**config.mk**
```make
export PLATFORM = sky130hd
export DESIGN_NAME = sfq_table
export DESIGN_NICKNAME = d
export VERILOG_FILES = /design/src/verilog/sfq_pkg.sv /design/src/verilog/sfq_table.sv
export SDC_FILE = /design/constraint.sdc
export NUM_CORES = 1
export LEC_CHECK = 0
export BUFFER_PORTS_ARGS = -buffer_cell sky130_fd_sc_hd__buf_4
export CELL_PAD_IN_SITES_DETAIL_PLACEMENT = 1
export CELL_PAD_IN_SITES_GLOBAL_PLACEMENT = 2
export CORE_MARGIN = 5
export CORE_UTILIZATION = 41
export DETAILED_ROUTE_END_ITERATION = 7
export HOLD_SLACK_MARGIN = 0.02
export PLACE_DENSITY = 0.85
export SLEW_MARGIN = 20
export SYNTH_ARGS = -nofsm -noshare
export SYNTH_HDL_FRONTEND = slang
export SYNTH_SLANG_ARGS = --single-unit
```
**constraint.sdc**
```tcl
create_clock -name mclk -period 3.3 [get_ports mclk]
set_input_delay 0.495 -clock mclk [delete_from_list [all_inputs] [get_ports mclk]]
set_output_delay 0.495 -clock mclk [all_outputs]
set_load 0.02 [all_outputs]
```
**src/verilog/sfq_pkg.sv**
```systemverilog
// constants, table content and types for the parameter table and config register 2
// What this block does
// - table advertises 20, 18, 16 wait-state settings unsupported, patterns zero
// - 14 wait states supported, selected by pattern 01110b
// - 12 wait states supported, selected by pattern 01100b
// - 10 wait states supported, selected by pattern 01010b
// - 8 wait states supported, selected by pattern 01000b
// - 6, 4, 2 wait states supported, patterns 00110b, 00100b, 00010b
// - opcode 71h writes the register holding wait-state and quad bits
// - opcode 65h reads back that register
// - wait-state field lives in volatile config register 2 at address 03h
// - those bits change only by address-carrying register commands
// - volatile quad mode enable at bit 3, active high
// - table bytes 384h..387h read b0, 2e, 00, 00
// - table bytes 388h..38bh read 88, a4, 89, aa
// - table bytes 38ch..38fh read 71, 65, 03, 93
package sfq_pkg;
   localparam logic [7:0]  OP_WR_REG      = 8'h71;
   localparam logic [7:0]  OP_RD_REG      = 8'h65;
   localparam logic [7:0]  OP_RD_TABLE    = 8'h5a;
   localparam logic [7:0]  CFG2_ADDR      = 8'h03;
   localparam logic [7:0]  CFG2_RESET     = 8'h00;
   localparam int          QPI_BIT        = 3;
   localparam int          WAIT_LSB       = 3;
   localparam int          WAIT_W         = 5;
   localparam logic [23:0] TABLE_BASE     = 24'h000384;
   localparam logic [23:0] TABLE_LAST     = 24'h00038f;
   localparam int          TABLE_WORDS    = 3;
   localparam int          TABLE_DUMMY    = 8;
   localparam logic [5:0]  BIT_LAST       = 6'h07;
   localparam logic [5:0]  ADDR_LAST      = 6'h17;
   // wait-state patterns
   localparam logic [4:0]  WS_NONE = 5'h00;
   localparam logic [4:0]  WS_14   = 5'h0e;
   localparam logic [4:0]  WS_12   = 5'h0c;
   localparam logic [4:0]  WS_10   = 5'h0a;
   localparam logic [4:0]  WS_8    = 5'h08;
   localparam logic [4:0]  WS_6    = 5'h06;
   localparam logic [4:0]  WS_4    = 5'h04;
   localparam logic [4:0]  WS_2    = 5'h02;
   // dword 12: 20/18/16 off, 14 and 12 on
   localparam logic [31:0] DW12 = {1'b0, WS_NONE, 1'b0, WS_NONE, 1'b0, WS_NONE,
                                   1'b1, WS_14, 1'b1, WS_12, 2'b00};
   // dword 13: 10, 8, 6, 4, 2 on
   localparam logic [31:0] DW13 = {1'b1, WS_10, 1'b1, WS_8, 1'b1, WS_6,
                                   1'b1, WS_4, 1'b1, WS_2, 2'b00};
   // dword 14: qpi enable map
   localparam logic [31:0] DW14 = {1'b1, 1'b0, 1'b0, 1'b1, 1'b0, 3'h3,
                                   CFG2_ADDR, OP_RD_REG, OP_WR_REG};
   localparam logic [31:0] TABLE [TABLE_WORDS] = '{DW12, DW13, DW14};

   typedef enum logic [2:0] {
      ST_CMD   = 3'b000,
      ST_ADDR  = 3'b001,
      ST_DATA  = 3'b010,
      ST_DUMMY = 3'b011,
      ST_OUT   = 3'b100,
      ST_IDLE  = 3'b101
   } sfq_state_t;

   typedef struct packed {
      logic       qpi_en;
      logic [4:0] wait_sel;
   } sfq_cfg_t;
endpackage : sfq_pkg

```
**src/verilog/sfq_table.sv**
```systemverilog
// spi slave: parameter table bytes and volatile config register 2
`timescale 1ns/1ps
module sfq_table
   import sfq_pkg::*;
(
   // clock and reset
   input  wire logic     mclk,
   input  wire logic     sys_rst,
   // spi pins, mode 0
   input  wire logic     spi_sck,
   input  wire logic     spi_cs_n,
   input  wire logic     spi_mosi,
   output logic          spi_miso,
   output logic          spi_miso_oe,
   // configuration state to the core
   output sfq_cfg_t      cfg
);
   logic [1:0]  sck_s_q, cs_s_q, mosi_s_q;
   logic        sck_d_q;
   logic        rise, fall, cs_n;
   sfq_state_t  st_q;
   logic [7:0]  sh_q;
   logic [5:0]  cnt_q;
   logic [7:0]  op_q;
   logic [23:0] addr_q;
   logic [7:0]  cfg2_q;
   logic [7:0]  out_q;
   logic        inrange;
   logic [1:0]  word_idx;
   logic [7:0]  tbyte;
   logic [7:0]  next_byte;

   // two-flop sync of every spi input pin
   always_ff @(posedge mclk) begin
      if (sys_rst) begin
         sck_s_q  <= 2'h0;
         cs_s_q   <= 2'h3;
         mosi_s_q <= 2'h0;
         sck_d_q  <= 1'b0;
      end else begin
         sck_s_q  <= {sck_s_q[0], spi_sck};
         cs_s_q   <= {cs_s_q[0], spi_cs_n};
         mosi_s_q <= {mosi_s_q[0], spi_mosi};
         sck_d_q  <= sck_s_q[1];
      end
   end

   assign cs_n = cs_s_q[1];
   assign rise = sck_s_q[1] & ~sck_d_q;
   assign fall = ~sck_s_q[1] & sck_d_q;

   // byte lookup: ascending offset, low byte of each dword first
   assign inrange  = (addr_q >= TABLE_BASE) && (addr_q <= TABLE_LAST);
   assign word_idx = 2'((addr_q - TABLE_BASE) >> 2);
   always_comb begin
      tbyte = 8'h00;
      if (inrange) begin
         tbyte = TABLE[word_idx][8*addr_q[1:0] +: 8];
      end
   end

   // next byte to shift: table byte or register readback
   always_comb begin
      next_byte = tbyte;
      if (op_q == OP_RD_REG) begin
         next_byte = (addr_q[7:0] == CFG2_ADDR) ? cfg2_q : 8'h00;
      end
   end

   // command sequencer
   always_ff @(posedge mclk) begin
      if (sys_rst) begin
         st_q   <= ST_CMD;
         sh_q   <= 8'h00;
         cnt_q  <= 6'h00;
         op_q   <= 8'h00;
         addr_q <= 24'h000000;
      end else if (cs_n) begin
         st_q  <= ST_CMD;
         cnt_q <= 6'h00;
      end else if (rise) begin
         sh_q  <= {sh_q[6:0], mosi_s_q[1]};
         cnt_q <= cnt_q + 6'h01;
         unique case (st_q)
            ST_CMD: if (cnt_q == BIT_LAST) begin
               op_q  <= {sh_q[6:0], mosi_s_q[1]};
               cnt_q <= 6'h00;
               st_q  <= ST_ADDR;
            end
            ST_ADDR: begin
               // register commands carry an 8-bit address, table reads 24 bits
               addr_q <= {addr_q[22:0], mosi_s_q[1]};
               if ((op_q == OP_RD_TABLE && cnt_q == ADDR_LAST) ||
                   (op_q != OP_RD_TABLE && cnt_q == BIT_LAST)) begin
                  cnt_q <= 6'h00;
                  unique case (op_q)
                     OP_WR_REG:   st_q <= ST_DATA;
                     OP_RD_REG:   st_q <= ST_OUT;
                     OP_RD_TABLE: st_q <= ST_DUMMY;
                     default:     st_q <= ST_IDLE;
                  endcase
               end
            end
            ST_DUMMY: if (cnt_q == 6'(TABLE_DUMMY - 1)) begin
               cnt_q <= 6'h00;
               st_q  <= ST_OUT;
            end
            ST_DATA: if (cnt_q == BIT_LAST) begin
               cnt_q <= 6'h00;
               st_q  <= ST_IDLE;
            end
            ST_OUT: if (cnt_q == BIT_LAST) begin
               cnt_q <= 6'h00;
               if (op_q == OP_RD_TABLE) begin
                  addr_q <= addr_q + 24'h000001;
               end
            end
            ST_IDLE: cnt_q <= 6'h00;
         endcase
      end
   end

   // volatile config register 2, written only at its own address
   always_ff @(posedge mclk) begin
      if (sys_rst) begin
         cfg2_q <= CFG2_RESET;
      end else if (!cs_n && rise && st_q == ST_DATA && cnt_q == BIT_LAST &&
                   addr_q[7:0] == CFG2_ADDR) begin
         cfg2_q <= {sh_q[6:0], mosi_s_q[1]};
      end
   end

   // shift-out on falling edges; load new byte at start of each output byte
   always_ff @(posedge mclk) begin
      if (sys_rst) begin
         out_q       <= 8'h00;
         spi_miso    <= 1'b0;
         spi_miso_oe <= 1'b0;
      end else if (cs_n) begin
         spi_miso_oe <= 1'b0;
      end else if (fall && st_q == ST_OUT) begin
         spi_miso_oe <= 1'b1;
         if (cnt_q == 6'h00) begin
            spi_miso <= next_byte[7];
            out_q    <= {next_byte[6:0], 1'b0};
         end else begin
            spi_miso <= out_q[7];
            out_q    <= {out_q[6:0], 1'b0};
         end
      end
   end

   // configuration outputs
   always_ff @(posedge mclk) begin
      if (sys_rst) begin
         cfg <= '0;
      end else begin
         cfg.qpi_en   <= cfg2_q[QPI_BIT];
         cfg.wait_sel <= cfg2_q[WAIT_LSB +: WAIT_W];
      end
   end
endmodule : sfq_table

```
==> metrics.md <==
| Metric | Value |
|---|---|
| Layout cells sized above 1 | 12.8% |
| Die H | 111 um |
| Pre-CTS WS | roughly 750 ps |
| Die width | 111 um |
| Max_slew headroom | around 52% |
| Post-place instance area | 0.00428 mm2 |
| Leading cell type in the layout, fill and taps excluded | dfxtp_1 |
| Warnings from Yosys | 0 |
| Fin. Hold Viols | 0 |
| Post-synth EDFFs | 0 |
| RSZ-0062 raised after global routing | false |
| Critical path type | flop to flop |
| Final #Nets | approximately 500 |
| Cell taking the most area after synthesis | dfxtp_1 |
| Outcome | complete, no violations |
| Peak VDD IR | 0.000155 V |
| Mux cell area share after synthesis | 4.32% |
| Post-Syn Nets | ~510 |
| Worst-margin pin slew | around 700 ps |
| I/O Buffers | 12 |
| Initial core utilization | 41.4% |
| Antenna cells | 0 |
| I/O pins | 13 |
| Post_cts resized | 0 |
| Critical Path AT | 2850 ps |
| Final setup TNS | 0 ps |
| Post-CTS setup buffer count | 0 |
| CTS H-tree depth | 3 |
| Seq/Total Area, Yosys | 36.7% |
| Hold_buf cts | 0 |
| CP max FO | 19 |
| Area share of fa/ha/maj cells after synthesis | ~2.7% |
| Pleak | 1.44 nW |
| Root Buffer | clkbuf_8 |
| Startpoint type of the worst setup path | flop |
| Rows | 37 |
| Global-route wire length before repair | 19200 um |
| GRT overflow | 0 |
| Layout area overhead | 6.86% |
| Sequential share of power | between 50% and 60% |
| Via Count | 3670 |
| Final Util | 44.2% |
| Min-delay worst type | input port to flop |
| Vias per cell | roughly 5.8 |
| Compound-cell area share of the yosys netlist | 22.2% |
| WL per Instance | 18.3 um |
| Post-synthesis xor/xnor area fraction | 1.04% |
| Clk_lat worst skew | 370 ps |
| R2R setup slack | 720 ps |
| Initial antenna violation count | 0 |
| Die ar. | 0.0124 mm2 |
| Worst-path clk slew | about 90 ps |
| Routability cong. | 0.795 |
| CTS tree | built |
| Post-route cell area | 0.00448 mm2 |
| CP Capture Type | flop |
| P per Cell Area | between 300 and 400 mW/mm2 |
| Clock sinks | 77 |
| P_sw | 428 uW |
| Max cap viols | 0 |
| Core area | ~0.010 mm2 |
| Commonest non-fill, non-tap cells in the layout | dfxtp_1 (77), nor2_1 (49), nand2_1 (46) |
| Syn Inst Count | 498 |
| Post-DP HPWL | 7920 um |
| Cell Area, Synth | 0.00420 mm2 |
| Residual DRC | 0 |
| Final wirelength | between 10000 and 15000 um |
| Largest family of logic cells by synthesized area | simple AND/OR/NAND/NOR gates |
| Vias in the first global route | around 3700 |
| Setup violators final | 0 |
| Gr usage total | 19.0% |
| Post-route clock period utilization | 78.2% |
| Mapped Avg Cell Area | 8.43 um2 |
| Internal Power | 1.30 mW |
| Synth top area share | 36.7% |
| Clock Skews | 9.60 ps |
| Worst Setup Slack, final | between 700 and 800 ps |
| Ys async rst share | 0% |
| WP data required | 3570 ps |
| Clock network power share | between 40% and 50% |
| Ranking of synthesized cells by area | dfxtp_1 (37%), o21ai_0 (4.9%), a21oi_1 (4.5%), nor2_1 (4.4%), nand2_1 (4.1%) |
| Switching Share | 24.7% |
| Post-synthesis cell type count | 70 |
| Max clock buf depth | 2 |
| Dominant synthesized flop cell | dfxtp_1 |
| Num CTS Buffers | 9 |
| DRT antenna net count | 0 |
| Max-slew violation count | 0 |
| TritonRoute pass-1 iters | 4 |
| Tot Pwr | around 1.7 mW |
| Combinational share of power | 1.9% |
| Initial DRC Count | 214 |
| Register bit total from synthesis | 77 |
| Fmax | 388 MHz |
| Simple-gate share of the synthesized area | 27.2% |
| Largest net degree at the start of global routing | 62 |
| Time the worst path needs with I/O delays and setup | 2580 ps |
==> sequential cells by signal (all words and copies together) (netlist names), 3 cells and up <==
name	cells
cfg	5
st_q	3
sh_q	7
addr_q	24
cfg2_q	8
out_q	7
op_q	8
cnt_q	6
==> worst max-delay path, cell delays in order (launching register included) <==
cell and delay, ps:
dfxtp_1 580, or3b_1 430, or3_1 630, o21ai_4 370
o21ai_0 180, a31o_2 280
==> power by group through the flow <==
stage	registers (mW)	clock network, mW	logic, mW
after floorplan	0.956	0	0.0230
after global placement	0.958	0	0.0332
after detailed placement	0.958	0	0.0334
after CTS	0.936	0.787	0.0336
after global routing	0.937	0.825	0.0357
final	0.936	0.760	0.0328
==> final cells by class <==
type / instances / area, um2
Timing Repair Buffer: 15 / 113
Fill cell: 1218 / 5650
Tap cell: 136 / 170
Clock buffer: 9 / 124
Clock inverter: 7 / 82.6
Multi-Input combinational cell: 374 / 2410
Inverter: 12 / 45.0
Sequential cell: 77 / 1540
==> synthesized netlist by cell type (5+ instances only) <==
cell      instances
nand3_1           7
inv_1            12
nor4_1            8
mux2i_1          17
or2_2             7
o21ai_0          41
nor2b_1          13
a21oi_1          38
buf_2            11
a31oi_1           7
dfxtp_1          77
ha_1              9
nand2_1          46
o211ai_1          5
nand4_1          12
clkbuf_1         15
a211oi_1          6
nor3_1           13
a22oi_1           5
nor2_1           49
==> worst paths after layout <==
| kind | from | endpoint | cells after the start |
|---|---|---|---|
| setup / recovery | st_q[0] | addr_q[2] | 5 |
| setup reg to reg | st_q[0] | addr_q[2] | 5 |
| hold reg to reg | cs_s_q[0] | cs_s_q[1] | 1 |
| hold / removal | spi_cs_n | cs_s_q[0] | 2 |
==> kinds of logic (layout without fill, tap and decap cells) <==
logic type / count (synthesis) / count (layout)
DFF: 77 / 77
xor gates and xnor gates: 5 / 5
and+or+nand+nor: 199 / 199
AOI/OAI and AO/OA: 143 / 143
muxes: 18 / 18
buffers and inverters: 47 / 43
adders and majority gates: 9 / 9
==> per-stage QoR <==
stage | cells | hold WS [ps]
after global routing | 630 | 312
after global placement | 614 | 392
after detailed placement | 614 | 398
final | 630 | 315
after CTS | 630 | 295
after floorplan | 498 | 389
==> metal layers <==
layer  GRT usage (%)  share of wire [%]
met5               0                  0
met4            8.11                2.5
met3            2.78                2.7
met2            31.6                 47
met1            24.5                 48
No activity file was read; power rests on OpenSTA's default activity.
